$ cat src/include/ise_pkg.sv
// constants and types of the two-wire slave engine
package ise_pkg;
  // register port indices
  localparam logic [2:0] ADDR_MODE  = 3'h0;
  localparam logic [2:0] ADDR_STAT  = 3'h1;
  localparam logic [2:0] ADDR_DATA  = 3'h2;
  localparam logic [2:0] ADDR_OWN   = 3'h3;
  localparam logic [2:0] ADDR_TOUT  = 3'h4;
  // serial_mode_control fields
  localparam int MODE_HI = 7;
  localparam int MODE_LO = 5;
  localparam int DEB_HI  = 3;
  localparam int DEB_LO  = 2;
  localparam int EN_BIT  = 1;
  localparam int ICF_BIT = 0;
  // slave_status_control fields
  localparam int HCF_BIT   = 7;
  localparam int ADDRESS_MATCH_FLAG_BIT  = 6;
  localparam int HBB_BIT   = 5;
  localparam int HTX_BIT   = 4;
  localparam int TRANSMIT_ACK_BIT_BIT  = 3;
  localparam int SRW_BIT   = 2;
  localparam int MATCH_WAKEUP_ENABLE_BIT = 1;
  localparam int RECEIVED_ACK_FLAG_BIT  = 0;
  // timeout_control_register fields
  localparam int TO_EN_BIT  = 7;
  localparam int TO_FLG_BIT = 6;
  localparam int TO_SEL_HI  = 5;
  // reset values
  localparam logic [7:0] MODE_RST = 8'hE0;
  localparam logic [7:0] STAT_RST = 8'h81;
  localparam logic [7:0] OWN_RST  = 8'h00;
  localparam logic [7:0] DATA_RST = 8'h00;
  localparam logic [7:0] TOUT_RST = 8'h00;
  // codes
  localparam logic [2:0] MODE_I2C = 3'h6;
  localparam logic [1:0] DEB_OFF  = 2'h0;
  localparam logic [1:0] DEB_TWO  = 2'h1;
  localparam logic [2:0] LIM_NONE = 3'h0;
  localparam logic [2:0] LIM_TWO  = 3'h1;
  localparam logic [2:0] LIM_FOUR = 3'h3;
  localparam int LINE_SCL = 1;
  localparam int LINE_SDA = 0;
  // timeout unit is 32 periods of the slow clock
  localparam int CLK_HZ        = 100_000_000;
  localparam int FSUB_HZ       = 32_768;
  localparam int TOUT_DIV      = 32;
  localparam int TOUT_UNIT_CYC = CLK_HZ / FSUB_HZ * TOUT_DIV;
  typedef enum logic [2:0] {
    ST_IDLE = 3'b000,
    ST_ADDR = 3'b001,
    ST_AACK = 3'b010,
    ST_HOLD = 3'b011,
    ST_RX   = 3'b100,
    ST_RACK = 3'b101,
    ST_TX   = 3'b110,
    ST_TACK = 3'b111
  } ise_state_e;
endpackage : ise_pkg

$ cat src/rtl/ise_i2c_slave_engine.sv
// two-wire slave engine with register port
// Behaviour
// - clock input debounce: 00 none, 01 two clocks, 1x four clocks
// - debounce select only acts in two-wire slave mode 110
// - enable low releases both lines and idles the engine
// - enable rising keeps direction and transmit-ack bits, resets status flags
// - complete flag low while shifting, high plus interrupt after eight bits received or nine bits sent
// - match flag high on equal address, low on different
// - busy flag set on START, cleared on STOP
// - START is data falling while clock high; only the master makes it
// - after eight received bits, drive transmit-ack bit on ninth clock
// - first seven bits after START are the address, MSB first
// - eighth bit after START stored as master read flag
// - on match drive ack low as ninth bit and interrupt
// - read flag 1 means master reads, 0 means master writes
// - direction bit 0 receiver, 1 transmitter
// - after sending eight bits sample ninth clock into received-ack flag
// - no ack from master releases data line for STOP
// - hold clock low until data write (transmit) or data read (receive)
// - match with wake-up enabled wakes the chip
// - one interrupt from match, byte done and time-out
// - mode register bit 4 reads as zero
// - own address in bits 7..1, bit 0 stored but not compared
// - time-out counter: overflow sets flag, clears enable, resets engine
module ise_i2c_slave_engine #(
  parameter int unsigned TOUT_UNIT_CYC = ise_pkg::TOUT_UNIT_CYC
) (
  // clock and reset
  input  wire logic       clk,
  input  wire logic       srst,
  // register port
  input  wire logic [2:0] reg_addr,
  input  wire logic [7:0] reg_wdata,
  input  wire logic       reg_wr,
  input  wire logic       reg_rd,
  output logic      [7:0] reg_rdata,
  // bus clock line
  input  wire logic       scl_i,
  output logic            scl_o,
  output logic            scl_oe_n,
  // bus data line
  input  wire logic       sda_i,
  output logic            sda_o,
  output logic            sda_oe_n,
  // events
  output logic            irq,
  output logic            wake
);
  localparam int UW = $clog2(TOUT_UNIT_CYC + 1);

  ise_pkg::ise_state_e state_q;
  logic [1:0] sync1_q;
  logic [1:0] sync2_q;
  logic [1:0] fil_q;
  logic [1:0] prev_q;
  logic [2:0] deb_cnt_q [2];
  logic [2:0] deb_lim;
  logic [2:0] mode_q;
  logic [1:0] deb_q;
  logic       en_q;
  logic       icf_q;
  logic [7:0] own_q;
  logic       htx_q;
  logic       transmit_ack_bit_q;
  logic       match_wakeup_enable_q;
  logic       hcf_q;
  logic       address_match_flag_q;
  logic       hbb_q;
  logic       srw_q;
  logic       received_ack_flag_q;
  logic [7:0] data_q;
  logic [7:0] shift_q;
  logic [3:0] cnt_q;
  logic       en_prev_q;
  logic       sda_oe_n_q;
  logic       scl_oe_n_q;
  logic       zero_q;
  logic       irq_q;
  logic       wake_q;
  logic [7:0] rdata_q;
  logic [7:0] rd_mux;
  logic       to_en_q;
  logic       to_flag_q;
  logic [5:0] to_sel_q;
  logic       to_run_q;
  logic [UW-1:0] unit_cnt_q;
  logic [5:0] per_cnt_q;
  logic       mode_i2c;
  logic       active;
  logic       en_rise;
  logic       scl_rise;
  logic       scl_fall;
  logic       sda_now;
  logic       start_det;
  logic       stop_det;
  logic       addr_hit;
  logic       sw_release;
  logic       unit_tick;
  logic       to_hit;

  assign mode_i2c = (mode_q == ise_pkg::MODE_I2C);
  assign active   = mode_i2c && en_q;
  assign en_rise  = active && !en_prev_q;
  assign sda_now  = fil_q[ise_pkg::LINE_SDA];
  assign scl_rise = fil_q[ise_pkg::LINE_SCL] && !prev_q[ise_pkg::LINE_SCL];
  assign scl_fall = !fil_q[ise_pkg::LINE_SCL] && prev_q[ise_pkg::LINE_SCL];
  // conditions need the clock line high on both samples
  assign start_det = fil_q[ise_pkg::LINE_SCL] && prev_q[ise_pkg::LINE_SCL] &&
                     prev_q[ise_pkg::LINE_SDA] && !sda_now;
  assign stop_det  = fil_q[ise_pkg::LINE_SCL] && prev_q[ise_pkg::LINE_SCL] &&
                     !prev_q[ise_pkg::LINE_SDA] && sda_now;
  assign addr_hit = (state_q == ise_pkg::ST_ADDR) && scl_rise && (cnt_q == 4'h7) &&
                    (shift_q[6:0] == own_q[7:1]);
  assign sw_release = (state_q == ise_pkg::ST_HOLD) && (reg_addr == ise_pkg::ADDR_DATA) &&
                      ((reg_wr && htx_q) || (reg_rd && !htx_q));
  assign unit_tick = (unit_cnt_q == UW'(TOUT_UNIT_CYC - 1));
  assign to_hit    = to_run_q && unit_tick && (per_cnt_q == to_sel_q);

  // debounce limit, only honoured in two-wire slave mode
  always_comb begin
    if (!mode_i2c || deb_q == ise_pkg::DEB_OFF) begin
      deb_lim = ise_pkg::LIM_NONE;
    end else if (deb_q == ise_pkg::DEB_TWO) begin
      deb_lim = ise_pkg::LIM_TWO;
    end else begin
      deb_lim = ise_pkg::LIM_FOUR;
    end
  end

  // line synchroniser and filter, both lines alike
  always_ff @(posedge clk) begin
    if (srst) begin
      sync1_q      <= 2'h3;
      sync2_q      <= 2'h3;
      fil_q        <= 2'h3;
      prev_q       <= 2'h3;
      deb_cnt_q[0] <= 3'h0;
      deb_cnt_q[1] <= 3'h0;
    end else begin
      sync1_q <= {scl_i, sda_i};
      sync2_q <= sync1_q;
      prev_q  <= fil_q;
      for (int i = 0; i < 2; i++) begin
        if (sync2_q[i] == fil_q[i]) begin
          deb_cnt_q[i] <= 3'h0;
        end else if (deb_cnt_q[i] >= deb_lim) begin
          fil_q[i]     <= sync2_q[i];
          deb_cnt_q[i] <= 3'h0;
        end else begin
          deb_cnt_q[i] <= deb_cnt_q[i] + 3'h1;
        end
      end
    end
  end

  // software control bits
  always_ff @(posedge clk) begin
    if (srst) begin
      mode_q  <= ise_pkg::MODE_RST[ise_pkg::MODE_HI:ise_pkg::MODE_LO];
      deb_q   <= ise_pkg::MODE_RST[ise_pkg::DEB_HI:ise_pkg::DEB_LO];
      en_q    <= ise_pkg::MODE_RST[ise_pkg::EN_BIT];
      icf_q   <= ise_pkg::MODE_RST[ise_pkg::ICF_BIT];
      own_q   <= ise_pkg::OWN_RST;
      htx_q   <= ise_pkg::STAT_RST[ise_pkg::HTX_BIT];
      transmit_ack_bit_q  <= ise_pkg::STAT_RST[ise_pkg::TRANSMIT_ACK_BIT_BIT];
      match_wakeup_enable_q <= ise_pkg::STAT_RST[ise_pkg::MATCH_WAKEUP_ENABLE_BIT];
    end else begin
      if (reg_wr && reg_addr == ise_pkg::ADDR_MODE) begin
        mode_q <= reg_wdata[ise_pkg::MODE_HI:ise_pkg::MODE_LO];
        deb_q  <= reg_wdata[ise_pkg::DEB_HI:ise_pkg::DEB_LO];
        en_q   <= reg_wdata[ise_pkg::EN_BIT];
        icf_q  <= reg_wdata[ise_pkg::ICF_BIT];
      end
      if (reg_wr && reg_addr == ise_pkg::ADDR_OWN) begin
        own_q <= reg_wdata;
      end
      if (to_hit) begin
        htx_q   <= ise_pkg::STAT_RST[ise_pkg::HTX_BIT];
        transmit_ack_bit_q  <= ise_pkg::STAT_RST[ise_pkg::TRANSMIT_ACK_BIT_BIT];
        match_wakeup_enable_q <= ise_pkg::STAT_RST[ise_pkg::MATCH_WAKEUP_ENABLE_BIT];
      end else if (reg_wr && reg_addr == ise_pkg::ADDR_STAT) begin
        htx_q   <= reg_wdata[ise_pkg::HTX_BIT];
        transmit_ack_bit_q  <= reg_wdata[ise_pkg::TRANSMIT_ACK_BIT_BIT];
        match_wakeup_enable_q <= reg_wdata[ise_pkg::MATCH_WAKEUP_ENABLE_BIT];
      end
    end
  end

  // bus engine, status flags and line drivers
  always_ff @(posedge clk) begin
    if (srst) begin
      state_q    <= ise_pkg::ST_IDLE;
      hcf_q      <= ise_pkg::STAT_RST[ise_pkg::HCF_BIT];
      address_match_flag_q     <= ise_pkg::STAT_RST[ise_pkg::ADDRESS_MATCH_FLAG_BIT];
      hbb_q      <= ise_pkg::STAT_RST[ise_pkg::HBB_BIT];
      srw_q      <= ise_pkg::STAT_RST[ise_pkg::SRW_BIT];
      received_ack_flag_q     <= ise_pkg::STAT_RST[ise_pkg::RECEIVED_ACK_FLAG_BIT];
      data_q     <= ise_pkg::DATA_RST;
      shift_q    <= ise_pkg::DATA_RST;
      cnt_q      <= 4'h0;
      en_prev_q  <= 1'b0;
      sda_oe_n_q <= 1'b1;
      scl_oe_n_q <= 1'b1;
      zero_q     <= 1'b0;
      irq_q      <= 1'b0;
      wake_q     <= 1'b0;
    end else begin
      irq_q     <= 1'b0;
      wake_q    <= 1'b0;
      zero_q    <= 1'b0;
      en_prev_q <= active;
      if (reg_wr && reg_addr == ise_pkg::ADDR_DATA) begin
        data_q <= reg_wdata;
      end
      if (!active || en_rise || to_hit) begin
        state_q    <= ise_pkg::ST_IDLE;
        sda_oe_n_q <= 1'b1;
        scl_oe_n_q <= 1'b1;
        if (en_rise || to_hit) begin
          hcf_q  <= ise_pkg::STAT_RST[ise_pkg::HCF_BIT];
          address_match_flag_q <= ise_pkg::STAT_RST[ise_pkg::ADDRESS_MATCH_FLAG_BIT];
          hbb_q  <= ise_pkg::STAT_RST[ise_pkg::HBB_BIT];
          srw_q  <= ise_pkg::STAT_RST[ise_pkg::SRW_BIT];
          received_ack_flag_q <= ise_pkg::STAT_RST[ise_pkg::RECEIVED_ACK_FLAG_BIT];
        end
        irq_q <= to_hit;
      end else if (start_det) begin
        hbb_q      <= 1'b1;
        state_q    <= ise_pkg::ST_ADDR;
        cnt_q      <= 4'h0;
        hcf_q      <= 1'b0;
        sda_oe_n_q <= 1'b1;
        scl_oe_n_q <= 1'b1;
      end else if (stop_det) begin
        hbb_q      <= 1'b0;
        state_q    <= ise_pkg::ST_IDLE;
        sda_oe_n_q <= 1'b1;
        scl_oe_n_q <= 1'b1;
      end else begin
        case (state_q)
          ise_pkg::ST_ADDR: begin
            if (scl_rise) begin
              shift_q <= {shift_q[6:0], sda_now};
              cnt_q   <= cnt_q + 4'h1;
              if (cnt_q == 4'h7) begin
                hcf_q  <= 1'b1;
                address_match_flag_q <= addr_hit;
                if (addr_hit) begin
                  srw_q  <= sda_now;
                  irq_q  <= 1'b1;
                  wake_q <= match_wakeup_enable_q;
                end
              end
            end else if (scl_fall && cnt_q == 4'h8) begin
              if (address_match_flag_q) begin
                sda_oe_n_q <= 1'b0;
                state_q    <= ise_pkg::ST_AACK;
              end else begin
                state_q <= ise_pkg::ST_IDLE;
              end
            end
          end
          ise_pkg::ST_AACK, ise_pkg::ST_RACK: begin
            if (scl_fall) begin
              sda_oe_n_q <= 1'b1;
              scl_oe_n_q <= 1'b0;
              state_q    <= ise_pkg::ST_HOLD;
            end
          end
          ise_pkg::ST_HOLD: begin
            if (sw_release) begin
              scl_oe_n_q <= 1'b1;
              cnt_q      <= 4'h0;
              hcf_q      <= 1'b0;
              if (htx_q) begin
                shift_q    <= reg_wdata;
                sda_oe_n_q <= reg_wdata[7];
                state_q    <= ise_pkg::ST_TX;
              end else begin
                state_q <= ise_pkg::ST_RX;
              end
            end
          end
          ise_pkg::ST_RX: begin
            if (scl_rise) begin
              shift_q <= {shift_q[6:0], sda_now};
              cnt_q   <= cnt_q + 4'h1;
              if (cnt_q == 4'h7) begin
                data_q <= {shift_q[6:0], sda_now};
                hcf_q  <= 1'b1;
                irq_q  <= 1'b1;
              end
            end else if (scl_fall && cnt_q == 4'h8) begin
              sda_oe_n_q <= transmit_ack_bit_q;
              state_q    <= ise_pkg::ST_RACK;
            end
          end
          ise_pkg::ST_TX: begin
            if (scl_rise) begin
              cnt_q <= cnt_q + 4'h1;
            end else if (scl_fall) begin
              if (cnt_q == 4'h8) begin
                sda_oe_n_q <= 1'b1;
                state_q    <= ise_pkg::ST_TACK;
              end else begin
                shift_q    <= {shift_q[6:0], 1'b0};
                sda_oe_n_q <= shift_q[6];
              end
            end
          end
          ise_pkg::ST_TACK: begin
            if (scl_rise) begin
              received_ack_flag_q <= sda_now;
              hcf_q  <= 1'b1;
              irq_q  <= 1'b1;
            end else if (scl_fall) begin
              if (received_ack_flag_q) begin
                state_q <= ise_pkg::ST_IDLE;
              end else begin
                scl_oe_n_q <= 1'b0;
                state_q    <= ise_pkg::ST_HOLD;
              end
            end
          end
          default: begin
            state_q <= ise_pkg::ST_IDLE;
          end
        endcase
      end
    end
  end

  // time-out counter and its register
  always_ff @(posedge clk) begin
    if (srst) begin
      to_en_q    <= ise_pkg::TOUT_RST[ise_pkg::TO_EN_BIT];
      to_flag_q  <= ise_pkg::TOUT_RST[ise_pkg::TO_FLG_BIT];
      to_sel_q   <= ise_pkg::TOUT_RST[ise_pkg::TO_SEL_HI:0];
      to_run_q   <= 1'b0;
      unit_cnt_q <= '0;
      per_cnt_q  <= 6'h0;
    end else begin
      if (reg_wr && reg_addr == ise_pkg::ADDR_TOUT) begin
        to_en_q   <= reg_wdata[ise_pkg::TO_EN_BIT];
        to_flag_q <= reg_wdata[ise_pkg::TO_FLG_BIT];
        to_sel_q  <= reg_wdata[ise_pkg::TO_SEL_HI:0];
      end
      if (to_hit) begin
        to_en_q   <= 1'b0;
        to_flag_q <= 1'b1;
        to_run_q  <= 1'b0;
      end else if (!active || stop_det || !to_en_q) begin
        to_run_q <= 1'b0;
      end else if (addr_hit || (to_run_q && scl_fall)) begin
        to_run_q   <= 1'b1;
        unit_cnt_q <= '0;
        per_cnt_q  <= 6'h0;
      end else if (to_run_q) begin
        if (unit_tick) begin
          unit_cnt_q <= '0;
          per_cnt_q  <= per_cnt_q + 6'h1;
        end else begin
          unit_cnt_q <= unit_cnt_q + UW'(1);
        end
      end
    end
  end

  // read data, one cycle after the strobe
  always_comb begin
    rd_mux = 8'h00;
    case (reg_addr)
      ise_pkg::ADDR_MODE: rd_mux = {mode_q, 1'b0, deb_q, en_q, icf_q};
      ise_pkg::ADDR_STAT: rd_mux = {hcf_q, address_match_flag_q, hbb_q, htx_q, transmit_ack_bit_q, srw_q, match_wakeup_enable_q, received_ack_flag_q};
      ise_pkg::ADDR_DATA: rd_mux = data_q;
      ise_pkg::ADDR_OWN:  rd_mux = own_q;
      ise_pkg::ADDR_TOUT: rd_mux = {to_en_q, to_flag_q, to_sel_q};
      default:            rd_mux = 8'h00;
    endcase
  end

  always_ff @(posedge clk) begin
    if (srst) begin
      rdata_q <= 8'h00;
    end else begin
      rdata_q <= reg_rd ? rd_mux : 8'h00;
    end
  end

  assign reg_rdata = rdata_q;
  assign scl_o     = zero_q;
  assign sda_o     = zero_q;
  assign scl_oe_n  = scl_oe_n_q;
  assign sda_oe_n  = sda_oe_n_q;
  assign irq       = irq_q;
  assign wake      = wake_q;

  property p_deb_none;
    @(posedge clk) disable iff (srst)
    (mode_i2c && deb_q == 2'h0 && sync2_q != fil_q) |=> (fil_q == $past(sync2_q));
  endproperty
  a_deb_none: assert property (p_deb_none) else $error("filter delayed with debounce off");

  property p_deb_mode;
    @(posedge clk) disable iff (srst)
    (!mode_i2c && sync2_q != fil_q) |=> (fil_q == $past(sync2_q));
  endproperty
  a_deb_mode: assert property (p_deb_mode) else $error("debounce acted outside slave mode");

  property p_off_release;
    @(posedge clk) disable iff (srst)
    !active |=> (sda_oe_n_q && scl_oe_n_q && state_q == ise_pkg::ST_IDLE);
  endproperty
  a_off_release: assert property (p_off_release) else $error("lines held while disabled");

  property p_en_rise;
    @(posedge clk) disable iff (srst)
    en_rise |=> (hcf_q && !address_match_flag_q && !hbb_q && !srw_q && received_ack_flag_q && htx_q == $past(htx_q));
  endproperty
  a_en_rise: assert property (p_en_rise) else $error("flags not reset on enable");

  property p_busy;
    @(posedge clk) disable iff (srst)
    (active && !en_rise && !to_hit) |-> (start_det |=> hbb_q) and (stop_det && !start_det |=> !hbb_q);
  endproperty
  a_busy: assert property (p_busy) else $error("busy flag wrong after condition");

  property p_addr_ack;
    @(posedge clk) disable iff (srst)
    (active && !to_hit && !start_det && !stop_det && state_q == ise_pkg::ST_ADDR && scl_fall &&
     cnt_q == 4'h8 && address_match_flag_q) |=> (!sda_oe_n_q ##1 !sda_oe_n_q);
  endproperty
  a_addr_ack: assert property (p_addr_ack) else $error("no ack driven on match");

  property p_rx_ack;
    @(posedge clk) disable iff (srst)
    (active && !to_hit && state_q == ise_pkg::ST_RX && scl_fall && cnt_q == 4'h8)
      |=> (sda_oe_n_q == $past(transmit_ack_bit_q) && state_q == ise_pkg::ST_RACK);
  endproperty
  a_rx_ack: assert property (p_rx_ack) else $error("ninth bit not transmit ack");

  property p_rx_done;
    @(posedge clk) disable iff (srst)
    (active && !en_rise && !to_hit && state_q == ise_pkg::ST_RX && scl_rise && cnt_q == 4'h7)
      |=> (hcf_q && irq_q && data_q == $past({shift_q[6:0], sda_now}));
  endproperty
  a_rx_done: assert property (p_rx_done) else $error("byte end not flagged");

  property p_nack;
    @(posedge clk) disable iff (srst)
    (active && !to_hit && state_q == ise_pkg::ST_TACK && scl_fall && received_ack_flag_q && !stop_det)
      |=> (sda_oe_n_q && scl_oe_n_q && state_q == ise_pkg::ST_IDLE);
  endproperty
  a_nack: assert property (p_nack) else $error("data line kept after no ack");

  property p_hold;
    @(posedge clk) disable iff (srst)
    (active && !to_hit && !start_det && !stop_det && state_q == ise_pkg::ST_HOLD && !sw_release)
      |=> !scl_oe_n_q;
  endproperty
  a_hold: assert property (p_hold) else $error("clock released without service");

  property p_timeout;
    @(posedge clk) disable iff (srst)
    to_hit |=> (to_flag_q && !to_en_q && !to_run_q && state_q == ise_pkg::ST_IDLE && received_ack_flag_q);
  endproperty
  a_timeout: assert property (p_timeout) else $error("time-out did not reset engine");

  property p_drive_low;
    @(posedge clk) disable iff (srst)
    1'b1 |-> (!scl_o && !sda_o);
  endproperty
  a_drive_low: assert property (p_drive_low) else $error("line driven high");
endmodule : ise_i2c_slave_engine

$ cat config.mk
export PLATFORM = sky130hd
export DESIGN_NAME = ise_i2c_slave_engine
export DESIGN_NICKNAME = d
export VERILOG_FILES = /design/src/include/ise_pkg.sv /design/src/rtl/ise_i2c_slave_engine.sv
export SDC_FILE = /design/constraint.sdc
export NUM_CORES = 1
export LEC_CHECK = 0
export BUFFER_PORTS_ARGS = -buffer_cell sky130_fd_sc_hd__buf_2
export CORE_ASPECT_RATIO = 0.7
export CORE_MARGIN = 3
export CORE_UTILIZATION = 35
export DETAILED_ROUTE_END_ITERATION = 7
export MAX_ROUTING_LAYER = met4
export PLACE_DENSITY_LB_ADDON = 0.05
export SETUP_SLACK_MARGIN = 0.5
export SYNTH_ARGS = -nofsm -noshare
export SYNTH_HDL_FRONTEND = slang
export SYNTH_SLANG_ARGS = --single-unit
$ cat constraint.sdc
create_clock -name clk -period 3.3 [get_ports clk]
set_input_delay 0.33 -clock clk [delete_from_list [all_inputs] [get_ports clk]]
set_output_delay 0.33 -clock clk [all_outputs]
set_load 0.02 [all_outputs]
== Yosys cells after proc, flatten, opt, wreduce, memory -nomap -nowiden ==
Memories as Yosys holds them, arrays and structs flattened.
Index checks and enable logic that the tools add are counted.

* Equal/unequal tests: 58
* Reduce and logical (&&, ||, !) cells: 82
* Bitwise operators: 18
* Multiplexer cells: 136
* Magnitude comparators: 2
* $add $sub $neg: 5

{| class="wikitable"
|+ Operator list
! operator !! count
|-
| two-way mux 1 bit || 83
|-
| two-way mux 8 bit || 7
|-
| two-way mux 17 bit || 3
|-
| two-way mux 3 bit || 17
|-
| != test 4 bit, second input constant || 11
|-
| two-way mux 7 bit || 6
|-
| case mux 8 bit (5 select lines) || 1
|-
| AND reduction 11 bit || 3
|-
| != test 2 bit, second input constant || 15
|-
| logical AND 1 bit || 25
|-
| case mux 7 bit (3 select lines) || 1
|-
| == test 3 bit, second input constant || 6
|-
| two-way mux 6 bit || 3
|-
| case mux 3 bit (6 select lines) || 1
|-
| adder 17 x 1 -> 17 bit, second input constant || 1
|-
| == test 17 bit, second input constant || 1
|-
| two-way mux 4 bit || 4
|-
| nonzero test 2 bit || 8
|-
| AND reduction 7 bit || 2
|-
| == test 3 x 2 -> 1 bit, second input constant || 4
|-
| NOT 1 bit || 12
|-
| AND reduction 6 bit || 2
|-
| nonzero test 3 bit || 4
|-
| two-way mux 2 bit || 5
|-
| other kinds (35) || 76
|}

* Flip-flop bits (word level): 98
* Input port bits: 17
* RAM bits: 6
* Memories kept: 1

{| class="wikitable"
|+ Memory list
! name !! depth !! width !! rd ports !! clocked after memory_dff !! write ports !! line !! text
|-
| deb_cnt_q || 2 || 3 || 2 || 0 || 2 || ise_i2c_slave_engine.sv:56 || <nowiki>logic [2:0] deb_cnt_q [2];</nowiki>
|}

== Logic depth before layout (Yosys ltp) ==
* Depth after elaboration: 12
* Mapped depth: 10
* Depth with buffers taken out: 8

== Least setup slack after synthesis ==
No wires, ideal clock.

* Path type: reg2reg
* From: register cnt_q[0]
* To: register unit_cnt_q[3]
* Data arrival time: 2224 ps
* Setup slack: 1006 ps
* Cell stages (with the launch flop): 9
* Required time: 3230 ps
* Cells stage by stage: dfxtp_1 -> ha_1 -> and3b_2 -> nand3_2 -> o41a_1 -> or3_1 -> clkbuf_1 -> or3_1 -> a21oi_1

* Longest elaborated chain between the ends: 6

{| class="wikitable"
|+ Ends and longest elaborated chain
! item !! line !! text
|-
| start, declared || ise_i2c_slave_engine.sv:73 || <nowiki>logic [3:0] cnt_q;</nowiki>
|-
| start signal, assigned || ise_i2c_slave_engine.sv:244 || <nowiki>cnt_q <= cnt_q + 4'h1;</nowiki>
|-
| start signal, assigned || ise_i2c_slave_engine.sv:287 || <nowiki>cnt_q <= cnt_q + 4'h1;</nowiki>
|-
| start signal, assigned || ise_i2c_slave_engine.sv:300 || <nowiki>cnt_q <= cnt_q + 4'h1;</nowiki>
|-
| == test 4 x 3 -> 1 bit * || ise_i2c_slave_engine.sv:112 || <nowiki>assign addr_hit = (state_q == ise_pkg::ST_ADDR) && scl_rise && (cnt_q == 4'h7) &&</nowiki>
|-
| logical AND 1 bit * (2 in series) || ise_i2c_slave_engine.sv:112 ||
|-
| logical OR 1 bit * || ise_i2c_slave_engine.sv:354 || <nowiki>end else if (addr_hit || (to_run_q && scl_fall)) begin</nowiki>
|-
| nonzero test 2 bit (no source line) || n/a ||
|-
| AND reduction 3 bit (no source line) || n/a ||
|-
| end signal, assigned || ise_i2c_slave_engine.sv:363 || <nowiki>unit_cnt_q <= unit_cnt_q + UW'(1);</nowiki>
|-
| end, declared || ise_i2c_slave_engine.sv:86 || <nowiki>logic [UW-1:0] unit_cnt_q;</nowiki>
|}

Mark *: on every way between the ends. The rest lies on a longest branch, timed or not.
A chain may end at the register's enable or synchronous reset.

== Final worst setup path ==
* From: register cnt_q[0]
* To: register unit_cnt_q[4]

Same word-level chain as after synthesis.

==> flow_summary.toml <==
[status]
status = "finished clean"

[sta]
fin_crit_sh = 0.806
period_minus_slack_ns = 2.66
hold_viol = 0
setup_viol = 0
relSlewSlack = 0.543
slew_violations = 0
maxClockFrequency_mhz = 376
rsz0062_at_grt = "true"
final.setup_skew_ns = 0.0104
fin_tns_setup_ns = 0
tightest_slew_ns = 0.684

[critical_path]
critPathKind = "reg -> reg"
arrival_ns = 2.94
cp_cell_sequence = "ha_1 -> and3b_2 -> nand3_2 -> o41a_4 -> or3_1 -> or3_1 -> a21oi_1"
worst_r2r_path_depth = 7
critPathBufInv = 0
critPathSlowestCell = "o41a_4"
rrSetupSlack_ns = 0.64
critPathMostFrequentCell = "or3_1"
cp-end-kind = "flop"
rr_startpoint = "cnt_q[0]$_SDFFE_PP0P_"
path_depth = 7
crit_required_ns = 3.58
r2r-end = "unit_cnt_q[4]$_SDFFE_PP0P_"
critPathMaxStageDelay_ns = 0.61
cp-start-kind = "flop"
cp_top_family = "simple AND/OR/NAND/NOR gates"
endpoint = "unit_cnt_q[4]$_SDFFE_PP0P_"
setup.worst_path.start = "cnt_q[0]$_SDFFE_PP0P_"
worstPathMaxFanout = 15

[clock_tree]
h-tree-depth = 3
clk_path_buf_depth = 2
clkTransAtPathRegs_ns = 0.07
clkLatencyLatePin_ns = 0.35
post_cts_buffers = 0
cts-root-buf = "clkbuf_16"
cts_made_buffers = 9
cts_num_sinks = 104
cts_tree = "built"

[yosys]
netlist_instances = 657
synth_flop_cell = "dfxtp_1"
synth_top_area_share = 0.367
synth_area_um2 = 5350
avgSynthCellArea_um2 = 8.14
ys_seq_area_frac = 0.401
synth_seq_cells = 104
synth_cell_types = 68
synth_area_leader_cell = "dfxtp_1"
synth_area_leaders = "dfxtp_1, nand2_1, a21oi_1, nor2_1, xnor2_1"
synth_edf_count = 6
ys_warn_count = 0
synth-async-reset-ratio = 0

[detailed_routing]
dr.pass1.iters = 5
antenna_left = 0
via_per_inst = 5.46
drc = 0
wl_per_cell_um = 18.1
vias = 4792
dr.first_iter.drc_count = 421
wirelength_um = 15900

[job]
cap_violations = 0

[layout]
final_cells = 877
num_antenna_cells = 0
layout.nets = 704
syn_to_final_growth_pct = 13.1
drive_above_1_share = 0.107
fin_util = 0.408
fill_cells = 1550
stdcell_area_um2 = 6050

[power_and_ir_drop]
power.share.sequential = 0.489
swShare = 0.220
pwr-share-clk = 0.459
cellLeakagePower_nw = 2.08
p_sw_w = 0.000583
totalPowerFinal_w = 0.00265
internal-power_w = 0.00207
power_density_nw_per_um2 = 438
p_comb_frac = 0.052
peakVddDrop_v = 0.000220

[worst_hold_path]
holdCritPathClass = "in -> reg"

[floorplanning]
ios = 31
fp.dieH_um = 109
rows = 37
start_util = 0.361
die-area_um2 = 16800
fp.coreArea_um2 = 14800
die_w_um = 154

[grt]
grt-ovfl-total = 0
grt_pass1_wl_um = 25400
antenna_found_initial = 0
grt_pass1_vias = 4385
grt_util_all_layers = 0.199
grt_max_degree = 37

[placed_design]
io_buffers = 28
dp_cells = 861
dpl.hpwl_um = 11600
finalWeightedCongestion = 0.860
post_dp_cell_area_um2 = 5690
## kinds of logic (layout without fill, tap and decap cells)
group,count (synthesis),after routing,share of synthesized area
other,2,8,0.00140
muxes,24,24,0.0477
adders and majority gates,10,10,0.0234
DFF,104,104,0.401
AOI/OAI and AO/OA,142,142,0.168
and+or+nand+nor,292,292,0.269
xor gates and xnor gates,30,30,0.0491
buffers and inverters,53,72,0.0405
## area by class of cell
class	instances	area [µm²]	area share
Multi-Input combinational cell	506	3030	0.501
Clock inverter	5	103	0.0170
Inverter	14	52.6	0.00869
Sequential cell	104	2140	0.354
Tap cell	195	244	0.0403
Clock buffer	11	233	0.0385
Timing Repair Buffer	42	245	0.0406
## worst min path at each step
| stage | depth (start not counted) | slack, ns | to | from |
|---|---|---|---|---|
| after global routing | 2 | 0.16 | sync1_q[1]$_SDFF_PP1_ | scl_i |
| after CTS | 2 | 0.16 | sync1_q[1]$_SDFF_PP1_ | scl_i |
| after floorplan | 1 | 0.39 | sync2_q[0]$_SDFF_PP1_ | sync1_q[0]$_SDFF_PP1_ |
| after global placement | 1 | 0.40 | sync2_q[1]$_SDFF_PP1_ | sync1_q[1]$_SDFF_PP1_ |
| final | 2 | 0.17 | sync1_q[1]$_SDFF_PP1_ | scl_i |
| after detailed placement | 1 | 0.40 | sync2_q[0]$_SDFF_PP1_ | sync1_q[0]$_SDFF_PP1_ |
## placed cells by master, fill, tap and decap left out, drive strengths merged, types with 7 or more instances in the layout
master  count
and2        7
nand2      90
xnor2      29
nand3      31
a21oi      52
or3         8
mux2i      21
buf        42
dfxtp      98
nand4       9
ha         10
o21ai      25
conb        8
clkbuf     11
inv        14
a22oi      11
and3       12
nand2b      9
nor2       69
nor3       20
a211oi     16
## Yosys cell counts, types with 3 or more instances
library cell  instances
xnor2_1              29
a21oi_1              52
clkbuf_1             29
o21ai_0              24
nor4_1                3
ha_1                 10
mux2i_1              21
a22oi_1              11
edfxtp_1              6
buf_2                 5
nand4_1               8
nand3_1              30
nand4b_1              4
a31oi_1               5
inv_1                13
nand2_1              90
o211ai_1              3
a311oi_1              6
nor3_1               20
nand2b_1              9
and2_1                6
a211oi_1             16
nor2b_1               3
dfxtp_1              98
buf_4                 3
and3_1               12
nor2_1               69
or2_2                 6
nor3b_1               4
and4_1                4
or3_1                 8
## state kept, by name, indices dropped and copies added, names as in the netlist, 2 cells and up
| register | count |
|---|---|
| fil_q | 2 |
| prev_q | 2 |
| deb_cnt_q | 6 |
| state_q | 3 |
| shift_q | 7 |
| data_q | 8 |
| sync1_q | 2 |
| to_sel_q | 6 |
| sync2_q | 2 |
| deb_q | 2 |
| reg_rdata | 8 |
| mode_q | 3 |
| per_cnt_q | 6 |
| cnt_q | 4 |
| unit_cnt_q | 17 |
| own_q | 8 |
## power groups by stage
stage	sequential [W]	combinational, W	clock, W
3_3_place_gp	0.00133	0.000135	0
3_5_place_dp	0.00133	0.000135	0
2_1_floorplan	0.00132	0.0000876	0
6_report	0.00130	0.000138	0.00122
5_1_grt	0.00130	0.000153	0.00130
4_1_cts	0.00130	0.000137	0.00124
## repair_timing
action / 4_1_cts / 5_1_grt
pin swaps: 0 / 0
endpoints found under the setup margin: 3 / 20
hold endpoints to repair: 0 / 0
hold buffers: 0 / 0
resized for setup: 1 / 3
## per-layer routing
layer | vias up | part of all wire | track usage
met5 | - | 0 | -
met4 | 0 | 0.0091 | 0.0447
met3 | 13 | 0.058 | 0.0382
met2 | 145 | 0.39 | 0.264
met1 | 2264 | 0.54 | 0.305
li1 | 2370 | - | -
## through the flow
stage	worst slack, ns	hold slack [ns]
2_1_floorplan	1.01	0.389
3_3_place_gp	0.621	0.397
3_5_place_dp	0.465	0.397
4_1_cts	0.561	0.159
5_1_grt	0.472	0.156
6_report	0.639	0.170
Power figures use the tool's default switching activity.
